===== config.mk =====
export PLATFORM = sky130hd
export DESIGN_NAME = blm_lite_master
export DESIGN_NICKNAME = d
export VERILOG_FILES = /design/src/blm_pkg.sv /design/src/blm_lite_master.sv
export SDC_FILE = /design/constraint.sdc
export NUM_CORES = 1
export LEC_CHECK = 0
export BUFFER_PORTS_ARGS = -buffer_cell sky130_fd_sc_hd__buf_2
export CAP_MARGIN = 20
export CELL_PAD_IN_SITES_DETAIL_PLACEMENT = 0
export CELL_PAD_IN_SITES_GLOBAL_PLACEMENT = 2
export CORE_AREA = 2 2 143 131
export CTS_BUF_LIST = sky130_fd_sc_hd__clkbuf_2
export DETAILED_ROUTE_END_ITERATION = 7
export DIE_AREA = 0 0 145 133
export GPL_ROUTABILITY_DRIVEN = 0
export MAX_ROUTING_LAYER = met4
export PLACE_DENSITY_LB_ADDON = 0.1
export SKIP_LAST_GASP = 1
export SYNTH_ARGS = -nofsm -noshare
export SYNTH_HDL_FRONTEND = slang
export SYNTH_SLANG_ARGS = --single-unit

===== constraint.sdc =====
create_clock -name clock -period 3.9 [get_ports clock]
set_clock_uncertainty 0.2 [all_clocks]
set_input_delay 0.585 -clock clock [delete_from_list [all_inputs] [get_ports clock]]
set_output_delay 0.585 -clock clock [all_outputs]
set_load 0.01 [all_outputs]

===== src/blm_pkg.sv =====
package blm_pkg;

	// Lite port widths: 32-bit address and data, one strobe per byte lane.
	localparam int ADDR_W = 32;
	localparam int DATA_W = 32;
	localparam int STRB_W = DATA_W / 8;
	localparam int PROT_W = 3;
	localparam int RESP_W = 2;

	// Response codes carried back to the return FIFO unchanged.
	localparam logic [RESP_W-1:0] RESP_OKAY   = 2'h0;
	localparam logic [RESP_W-1:0] RESP_EXOKAY = 2'h1;
	localparam logic [RESP_W-1:0] RESP_SLVERR = 2'h2;
	localparam logic [RESP_W-1:0] RESP_DECERR = 2'h3;

	// Protection code bit positions on each address channel.
	localparam int PROT_PRIV_BIT   = 0;
	localparam int PROT_NONSEC_BIT = 1;
	localparam int PROT_INSTR_BIT  = 2;

	// Reset values of the control flops.
	localparam logic VALID_RST = 1'b0;
	localparam logic READY_RST = 1'b0;

	// One access replayed from the link, as read out of the request FIFO.
	typedef struct packed {
		logic              is_write;
		logic [ADDR_W-1:0] addr;
		logic [PROT_W-1:0] prot;
		logic [DATA_W-1:0] data;
		logic [STRB_W-1:0] strb;
	} blm_req_s;

	// One response written into the return FIFO.
	typedef struct packed {
		logic              is_write;
		logic [RESP_W-1:0] resp;
		logic [DATA_W-1:0] data;
	} blm_rsp_s;

	// Sequencer states of the master port.
	typedef enum logic [2:0] {
		ST_IDLE,
		ST_WR_ADDR,
		ST_WR_RESP,
		ST_RD_ADDR,
		ST_RD_DATA,
		ST_RETURN
	} blm_state_e;

endpackage


===== src/blm_lite_master.sv =====
`timescale 1ns/10ps
// Behaviour
// - Port active only in lite slave mode.
// - Hold write address and prot until AWREADY.
// - Hold read address and prot until ARREADY.
// - AWVALID high only with valid address.
// - Write and read data are 32 bits.
// - One strobe bit per byte lane.
// - WVALID high only with valid data.
// - Three-bit protection code per address channel.
// - BREADY high when bridge can take response.
// - Response codes go to return FIFO.
// - RREADY high when bridge can take data.
module blm_lite_master (
	// Clock, reset and enable.
	input  wire logic                         clock,
	input  wire logic                         sys_rst,
	input  wire logic                         clk_en,
	// Configuration.
	input  wire logic                         lite_slave_mode,
	// Request FIFO read side.
	input  wire logic                         req_valid,
	input  wire blm_pkg::blm_req_s            req,
	output logic                              req_ready,
	// Return FIFO write side.
	output logic                              rsp_valid,
	output blm_pkg::blm_rsp_s                 rsp,
	input  wire logic                         rsp_ready,
	// Write address channel.
	output logic [blm_pkg::ADDR_W-1:0]        m_axi_lite_awaddr,
	output logic [blm_pkg::PROT_W-1:0]        m_axi_lite_awprot,
	output logic                              m_axi_lite_awvalid,
	input  wire logic                         m_axi_lite_awready,
	// Write data channel.
	output logic [blm_pkg::DATA_W-1:0]        m_axi_lite_wdata,
	output logic [blm_pkg::STRB_W-1:0]        m_axi_lite_wstrb,
	output logic                              m_axi_lite_wvalid,
	input  wire logic                         m_axi_lite_wready,
	// Write response channel.
	input  wire logic [blm_pkg::RESP_W-1:0]   m_axi_lite_bresp,
	input  wire logic                         m_axi_lite_bvalid,
	output logic                              m_axi_lite_bready,
	// Read address channel.
	output logic [blm_pkg::ADDR_W-1:0]        m_axi_lite_araddr,
	output logic [blm_pkg::PROT_W-1:0]        m_axi_lite_arprot,
	output logic                              m_axi_lite_arvalid,
	input  wire logic                         m_axi_lite_arready,
	// Read data channel.
	input  wire logic [blm_pkg::DATA_W-1:0]   m_axi_lite_rdata,
	input  wire logic [blm_pkg::RESP_W-1:0]   m_axi_lite_rresp,
	input  wire logic                         m_axi_lite_rvalid,
	output logic                              m_axi_lite_rready
);

	blm_pkg::blm_state_e state_q;
	blm_pkg::blm_req_s   req_q;
	blm_pkg::blm_rsp_s   rsp_q;
	logic                req_ready_q;
	logic                rsp_valid_q;
	logic                awvalid_q;
	logic                wvalid_q;
	logic                bready_q;
	logic                arvalid_q;
	logic                rready_q;

	// Handshake decode; a transfer counts only on an enabled edge.
	wire req_fire = clk_en & req_valid & req_ready_q;
	wire aw_fire  = awvalid_q & m_axi_lite_awready;
	wire w_fire   = wvalid_q & m_axi_lite_wready;
	wire b_fire   = bready_q & m_axi_lite_bvalid;
	wire ar_fire  = arvalid_q & m_axi_lite_arready;
	wire r_fire   = rready_q & m_axi_lite_rvalid;
	wire rsp_fire = rsp_valid_q & rsp_ready;
	// Address and data phases may finish in either order or together.
	wire aw_done  = ~awvalid_q | aw_fire;
	wire w_done   = ~wvalid_q | w_fire;

	// The captured request drives both address channels; only one is valid at a time.
	assign m_axi_lite_awaddr  = req_q.addr;
	assign m_axi_lite_awprot  = req_q.prot;
	assign m_axi_lite_araddr  = req_q.addr;
	assign m_axi_lite_arprot  = req_q.prot;
	assign m_axi_lite_wdata   = req_q.data;
	assign m_axi_lite_wstrb   = req_q.strb;
	assign m_axi_lite_awvalid = awvalid_q;
	assign m_axi_lite_wvalid  = wvalid_q;
	assign m_axi_lite_bready  = bready_q;
	assign m_axi_lite_arvalid = arvalid_q;
	assign m_axi_lite_rready  = rready_q;
	assign req_ready          = req_ready_q;
	assign rsp_valid          = rsp_valid_q;
	assign rsp                = rsp_q;

	// Request capture; the register only loads in idle, so the address holds for the whole access.
	always_ff @(posedge clock) begin
		if (sys_rst) begin
			req_q <= '0;
		end else if (req_fire) begin
			req_q <= req;
		end
	end

	// Request FIFO ready; a new access is only taken in slave mode while idle.
	always_ff @(posedge clock) begin
		if (sys_rst) begin
			req_ready_q <= blm_pkg::READY_RST;
		end else if (clk_en) begin
			req_ready_q <= lite_slave_mode & (state_q == blm_pkg::ST_IDLE) & ~req_fire;
		end
	end

	// Channel sequencer. One access is outstanding at a time, which keeps the
	// return order trivially equal to the request order at the cost of throughput.
	always_ff @(posedge clock) begin
		if (sys_rst) begin
			state_q     <= blm_pkg::ST_IDLE;
			awvalid_q   <= blm_pkg::VALID_RST;
			wvalid_q    <= blm_pkg::VALID_RST;
			bready_q    <= blm_pkg::READY_RST;
			arvalid_q   <= blm_pkg::VALID_RST;
			rready_q    <= blm_pkg::READY_RST;
			rsp_valid_q <= blm_pkg::VALID_RST;
			rsp_q       <= '0;
		end else if (clk_en) begin
			case (state_q)
				blm_pkg::ST_IDLE: begin
					if (req_fire && req.is_write) begin
						awvalid_q <= 1'b1;
						wvalid_q  <= 1'b1;
						state_q   <= blm_pkg::ST_WR_ADDR;
					end else if (req_fire) begin
						arvalid_q <= 1'b1;
						state_q   <= blm_pkg::ST_RD_ADDR;
					end
				end
				blm_pkg::ST_WR_ADDR: begin
					if (aw_fire) begin
						awvalid_q <= 1'b0;
					end
					if (w_fire) begin
						wvalid_q <= 1'b0;
					end
					if (aw_done && w_done) begin
						bready_q <= 1'b1;
						state_q  <= blm_pkg::ST_WR_RESP;
					end
				end
				blm_pkg::ST_WR_RESP: begin
					if (b_fire) begin
						bready_q    <= 1'b0;
						rsp_valid_q <= 1'b1;
						rsp_q       <= '{1'b1, m_axi_lite_bresp, '0};
						state_q     <= blm_pkg::ST_RETURN;
					end
				end
				blm_pkg::ST_RD_ADDR: begin
					if (ar_fire) begin
						arvalid_q <= 1'b0;
						rready_q  <= 1'b1;
						state_q   <= blm_pkg::ST_RD_DATA;
					end
				end
				blm_pkg::ST_RD_DATA: begin
					if (r_fire) begin
						rready_q    <= 1'b0;
						rsp_valid_q <= 1'b1;
						rsp_q       <= '{1'b0, m_axi_lite_rresp, m_axi_lite_rdata};
						state_q     <= blm_pkg::ST_RETURN;
					end
				end
				blm_pkg::ST_RETURN: begin
					// The return FIFO may back-pressure; the response is held until taken.
					if (rsp_fire) begin
						rsp_valid_q <= 1'b0;
						state_q     <= blm_pkg::ST_IDLE;
					end
				end
				default: begin
					state_q <= blm_pkg::ST_IDLE;
				end
			endcase
		end
	end
endmodule


==> key figures, run 1 <==
STA
  • Slew Limit Fails: 0
  • Setup-failing EPs final: 0
  • Final Hold Vio Count: 0
  • Period utilisation layout: 57.8%
  • Max_slew headroom: between 40% and 50%
  • Sum Neg Setup Slack: 0 ps
  • RSZ-0062 raised after global routing: no
  • Worst Tran Pin Value: 788 ps
  • Peak Freq: between 0.4 and 0.5 GHz
  • Min Tclk post-route: 2250 ps

GRT
  • Pin count of the biggest net entering global routing: 72
  • Initial antenna violation count: 2
  • Met3 Use GR: 4.38%
  • Met2 Usage GRT: 24.0%
  • GR Overflow Total: 0
  • Met1 usage: 18.7%
  • Global-route wire length before repair: roughly 23000 µm
  • GR peak layer: met2
  • Total Routing Usage GR: about 15%
  • Vias in the first global route: between 4000 and 5000

Synthesis
  • Post-synth EDFFs: 0
  • Cell Area, Synth: ~4400 µm²
  • Ys Warns: 0
  • Mean post-synth cell area: just under 9 µm²
  • Syn_nets: 619
  • Synth Register Bits: 116
  • Post-synth ARST share: 0%
  • Dominant synthesized flop cell: dfxtp_1
  • Seq/Total Area, Yosys: 52.9%
  • Synthesized instance count: 500
  • Yosys cell types: 34

Clocking
  • Worst skew pair latency: 620 ps
  • CTS tree: built
  • Setup repair bufs after CTS: 0
  • Hold buffer count at CTS: 107
  • Cts bufs inserted: 17
  • Post-cts sizing count: 0
  • Num Clock Sinks: approximately 120
  • CTS Root Cell: clkbuf_2
  • Clk slew on worst S/H paths: about 160 ps
  • Worst-case clock buffer depth: 2
  • H-Tree Depth: 4

Detailed routing
  • DRT Wirelength: ~14000 µm
  • DR iter-0 viols: 140
  • Final ANT Viol Nets: 0
  • Routed len/inst: roughly 13 µm
  • Vias: between 4000 and 5000
  • Drt first pass iters: 6
  • DR vias/cell: 4.18
  • DRC viols: 0

Status
  • Status: completed

Cells and area
  • Layout cells sized above 1: 36.6%
  • Area growth, synth to finish: 58.8%
  • Final core occ: about two fifths
  • Register Area: around 2300 µm²
  • Fillers: 1860
  • Most frequent cells in the layout: buf_2, nand2_1, dfxtp_1
  • Area of the multi-input gates: 1640 µm²
  • Nets@finish: 948
  • Most common cell after layout, fill and taps aside: buf_2

Job
  • MaxCap Viol Count: 0

Power
  • Comb power frac: 16.4%
  • Max VDD drop: 166 µV
  • Clock share of power: 32.5%
  • Pwr Density: roughly 360 nW/µm²
  • P_leak: around 0.0033 µW
  • Switching portion of total power: between 20% and 30%
  • Internal power: between 1500 and 2000 µW
  • Flop pwr share: 51.1%
  • Sw Pwr: a little over 700 µW

Worst setup path
  • Worst Path Required: 4240 ps
  • Cell Chain, Critical Path: nand4b_1, a221oi_4, nor2_4, a22o_1
  • CP delay by family, top: compound AO/OA/AOI/OAI gates
  • Crit path max fanout: 32
  • CP peak stage delay: 620 ps
  • Crit. Startpoint: state_q[2]
  • WS Path Type: reg -> reg
  • Startpoint Class: register
  • Slowest-stage cell, CP: dfxtp_1
  • CP bufs+invs: 0
  • Worst r2r src: state_q[2]
  • CP Data Arrival Time: 2590 ps
  • Crit end category: register

Placement
  • PortBufs: 266
  • Detail Placement HPWL: 9570 µm

Die
  • Core area: 17900 µm²
  • Boundary Pins: 267
  • Row cnt: 47
  • DIE HEIGHT: 133 µm
  • Die width: 145 µm
  • Initial cell density of the core: 24.5%
  • Die area: 19300 µm²

Hold path
  • Worst Hold Class: in -> reg
  • Hold Crit Start: m_axi_lite_bresp[1]
## worst min-delay path, stage by stage
cell and delay [ps]:
buf_2 100, mux2i_1 130, a211oi_1 80
## cell type report
cell class / instances / area share (%)
Antenna cell: 2 / 0.0718
Clock buffer: 21 / 1.51
Clock inverter: 11 / 1.94
Inverter: 3 / 0.162
Multi-Input combinational cell: 313 / 23.6
Sequential cell: 116 / 33.3
Tap cell: 245 / 4.40
Timing Repair Buffer: 378 / 35.0
## metal layers
metal	vias to the layer above	share of wire, %
li1	2320	-
met2	146	49
met3	4	5.6
met1	2079	45
met5	-	0
met4	0	0.71
## cells by family (layout without fill, tap and decap cells)
group	after synthesis	after routing	share of synthesized area (%)
AO/OA/AOI/OAI	128	128	18.9
other	0	2	0
buffers and inverters	71	413	9.93
flip-flops	116	116	52.9
AND/OR/NAND/NOR	180	180	17.1
multiplexers	5	5	1.14
## sequential cells by signal (all words and copies together), names as in the netlist
name and flops:
m_axi_lite_arprot 3, m_axi_lite_arvalid 1, m_axi_lite_awvalid 1, m_axi_lite_wvalid 1, m_axi_lite_wdata 32, m_axi_lite_wstrb 4, state_q 3, rsp_valid 1
m_axi_lite_araddr 32, rsp 35, req_ready 1, m_axi_lite_rready 1, m_axi_lite_bready 1
## power groups by stage
stage	clock network (µW)	logic, µW	registers [µW]
detailed placement	0	326	1300
global placement	0	327	1300
floorplan	0	205	1290
finish	812	409	1280
CTS	867	415	1280
global route	916	453	1290
## through the flow
stage / std cells / worst slack [ps] / hold WS [ps] / power (µW) / area (µm²)
final: 1089 / 1650 / 112 / 2500 / 6970
after global routing: 1089 / 1480 / 19.5 / 2660 / 6970
after CTS: 1087 / 1630 / 7.44 / 2560 / 6960
after detailed placement: 948 / 1570 / 244 / 1630 / 5650
after global placement: 948 / 1610 / 240 / 1630 / 5650
after floorplan: 500 / 1990 / 281 / 1490 / 4390
## cell usage after synthesis (4+ instances only)
library cell | count | area (µm²)
nand2_1 | 149 | 559
dfxtp_1 | 116 | 2320
a21oi_1 | 75 | 375
buf_4 | 35 | 263
a22o_1 | 32 | 280
clkbuf_1 | 14 | 52.6
buf_2 | 12 | 60.1
nor2_1 | 7 | 26.3
mux2i_1 | 5 | 50.1
o21ai_0 | 5 | 25.0
a211oi_1 | 4 | 30.0
buf_1 | 4 | 15.0
nand2b_1 | 4 | 25.0
nor2b_1 | 4 | 25.0
## path summary, 6_finish.rpt
check | to | slack, ps | cells after the start
worst max-delay path | rsp[30] | 1650 | 4
worst min-delay path | rsp[33] | 110 | 3
worst max register to register | rsp[30] | 1650 | 4
worst min register to register | m_axi_lite_wstrb[1] | 260 | 2
Power figures use the tool's default switching activity.
==> run 2, diff against run 1 <==
--- a/config.mk
+++ b/config.mk
@@ -9,10 +9,10 @@
 export CAP_MARGIN = 20
 export CELL_PAD_IN_SITES_DETAIL_PLACEMENT = 0
 export CELL_PAD_IN_SITES_GLOBAL_PLACEMENT = 2
-export CORE_AREA = 2 2 143 131
+export CORE_AREA = 2 2 156 143
 export CTS_BUF_LIST = sky130_fd_sc_hd__clkbuf_2
 export DETAILED_ROUTE_END_ITERATION = 7
-export DIE_AREA = 0 0 145 133
+export DIE_AREA = 0 0 158 145
 export GPL_ROUTABILITY_DRIVEN = 0
 export MAX_ROUTING_LAYER = met4
 export PLACE_DENSITY_LB_ADDON = 0.1
==> constraint.sdc (replaced) <==
create_clock -name clock -period 1.8 [get_ports clock]
set_clock_uncertainty 0.2 [all_clocks]
set_input_delay 0.27 -clock clock [delete_from_list [all_inputs] [get_ports clock]]
set_output_delay 0.27 -clock clock [all_outputs]
set_load 0.01 [all_outputs]
==> run 2 against run 1 <==
Net effect: the run now ends with negative setup slack left; final area rose by 8.7%; wire length increased by 8.0%; sequential share of layout area shrank 1.8 points; setup slack worse by 1600 ps; cell count is 7.5% higher; count of clock-buffer cells in the layout down 4; register-to-register slack got worse by 1600 ps; hold slack gained 39 ps; power increased by 130%; via count rose by 3.9%; combinational power increased to 2.9 times the previous value; global-route usage shrank 1.6 points.
==> key figures, run 2 (same netlist as run 1, synthesis figures left out) <==
Status
  • Status: complete, but fails checks
  • Failing checks: negative setup slack

Worst setup path
  • Crit end category: register
  • CP bufs+invs: 1 (+1)
  • Startpoint Class: register
  • CP Data Arrival Time: 2140 ps (-450 ps)
  • Reg2reg path depth: 5 (+1)
  • Slowest-stage cell, CP: a222oi_1
  • Crit path max fanout: 8 (-75%)
  • Worst path depth: 5 (+1)
  • CP peak stage delay: 450 ps (-170 ps)
  • Worst Path Required: 2130 ps (-2110 ps)
  • R2R setup slack: -2 ps (-1650 ps)
  • RR Endpoint: state_q[1]
  • Cell Chain, Critical Path: buf_6, and2b_2, a222oi_1, o211ai_2, mux2i_1
  • WS Path Type: reg -> reg
  • CP delay by family, top: compound AO/OA/AOI/OAI gates
  • Worst r2r src: state_q[1]

Hold path
  • Worst Hold Class: in -> reg
  • Worst hold stages: 3 (unchanged)
  • Hold-critical path endpoint: rsp[26]
  • Hold Crit Start: m_axi_lite_rdata[26]

STA
  • Final Hold Vio Count: 0 (unchanged)
  • Period utilisation layout: 100% (+42 points)
  • Min Hold Slack: 151 ps (+39.1 ps)
  • Setup-failing EPs final: 1 (+1)
  • Min Tclk post-route: 1800 ps (-452 ps)
  • Worst Tran Pin Value: 449 ps (-338 ps)
  • RSZ-0062 raised after global routing: yes
  • Max_slew headroom: 70.1% (+23 points)
  • Peak Freq: 0.555 GHz (+25%)
  • Slack of the critical path: -1.59 ps (-1650 ps)
  • Slew Limit Fails: 0 (unchanged)

Cells and area
  • Layout cells sized above 1: 43.5% (+6.9 points)
  • Register Area: 2390 µm² (+2.9%)
  • Nets@finish: 986 (+4.0%)
  • Most frequent cells in the layout: buf_2, nand2_1, dlygate4sd3_1
  • Most common cell after layout, fill and taps aside: buf_2
  • Post-route cell area: 7570 µm² (+8.7%)
  • Area of the multi-input gates: 1660 µm² (+1.2%)
  • Area growth, synth to finish: 72.7%
  • Largest register FFs: 35 (unchanged)
  • Fillers: 2264 (+22%)
  • Final core occ: 35.5% (-3.3 points)

Die
  • Core area: 21300 µm² (+19%)
  • Initial cell density of the core: 20.6% (-3.9 points)
  • Row cnt: 51 (+8.5%)
  • Die area: 22900 µm² (+19%)
  • Die width: 158 µm (+9.0%)
  • DIE HEIGHT: 145 µm (+9.0%)
  • Boundary Pins: 267 (unchanged)

Clocking
  • Num Clock Sinks: 116 (unchanged)
  • Worst skew pair latency: 640 ps (+20 ps)
  • Clk slew on worst S/H paths: 200 ps (+40 ps)
  • Cts bufs inserted: 17 (unchanged)
  • CTS Root Cell: clkbuf_2
  • CTS tree: built
  • H-Tree Depth: 4 (unchanged)
  • Worst-case clock buffer depth: 2 (unchanged)

Placement
  • Cell Area, Placed: 5910 µm² (+4.6%)
  • Detail Placement HPWL: 10600 µm (+10%)
  • Setup WS pre-CTS: 13.3 ps (-1550 ps)
  • PortBufs: 266 (unchanged)

Detailed routing
  • DRC viols: 0 (unchanged)
  • Drt first pass iters: 6 (unchanged)
  • DRT Wirelength: 15500 µm (+8.0%)
  • Vias: 4728 (+3.9%)
  • Final ANT Viol Nets: 0 (unchanged)
  • DR vias/cell: 4.04 (-3.3%)
  • Routed len/inst: 13.3 µm (+0.45%)
  • DR iter-0 viols: 152 (+8.6%)

GRT
  • Total Routing Usage GR: 13.5% (-1.6 points)
  • Initial antenna violation count: 1 (-1)
  • Vias in the first global route: 4588 (+4.8%)
  • GR Overflow Total: 0 (unchanged)
  • Pin count of the biggest net entering global routing: 62 (-14%)
  • Global-route wire length before repair: 23700 µm (+4.4%)

Power
  • Pwr Density: 754 nW/µm² (+110%)
  • Pwr Total: 5710 µW (+130%)
  • Max VDD drop: 417 µV (+150%)
  • P_leak: 0.00347 µW (+6.6%)

Job
  • MaxCap Viol Count: 0 (unchanged)
run 2: cell count changes in the layout (fill, tap and decap cells not counted), moves of 11 or more:
cell	previous run	this run
buf_6	0	16
dfxtp_1	116	70
dfxtp_2	0	42
buf_4	5	26
buf_2	266	252
dlygate4sd3_1	107	118
run 2: per-layer routing:
metal,track usage (%),vias up,share of wire [%]
met3,4.15,7,6.0
met5,-,-,0
met2,22.5,140,49
met1,15.9,2190,44
met4,2.97,0,0.78
li1,-,2391,-
run 2: worst reg2reg max path, delay by kind of cell (launching register included):
kind            cells  cell delay [ps]
compound gates      2              640
flops               1              380
simple gates        1              200
mux                 1              150
buf+inv             1              130
run 2: layout make-up:
cell class | instances | share of cell area (%)
Sequential cell | 116 | 31.5
Antenna cell | 1 | 0.0330
Inverter | 3 | 0.149
Clock buffer | 17 | 1.12
Timing Repair Buffer | 416 | 38.3
Tap cell | 291 | 4.81
Clock inverter | 14 | 2.15
Multi-Input combinational cell | 313 | 21.9
run 2: repair_timing:
action	4_1_cts	5_1_grt
setup endpoints to repair	6	69
pin swaps	2	5
hold buffers	119	0
gates resized for setup	9	62
gates cloned	0	1
buffers inserted	2	5
hold endpoints to repair	115	0
run 2: worst max path at each step:
| stage | start | slack [ps] | end |
|---|---|---|---|
| 6_report | state_q[1] | -2 | state_q[1] |
| 5_1_grt | state_q[1] | -60 | state_q[1] |
| 4_1_cts | req_ready | -6 | req_ready |
| 3_5_place_dp | state_q[1] | 10 | state_q[1] |
| 3_3_place_gp | state_q[1] | 90 | state_q[1] |
| 2_1_floorplan | m_axi_lite_rready | 40 | rsp[0] |
run 2: power breakdown:
part | total (µW) | internal, µW | switching (µW)
Combinational | 1170 | 621 | 547
Clock | 1820 | 754 | 1060
Sequential | 2720 | 2660 | 60.3
Total | 5710 | 4040 | 1670
run 2: per-stage QoR:
step | TNS (ps) | std cells
finish | -1.59 | 1171
global route | -1140 | 1171
CTS | -6.46 | 1165
detailed placement | 0 | 1013
global placement | 0 | 1013
floorplan | 0 | 500
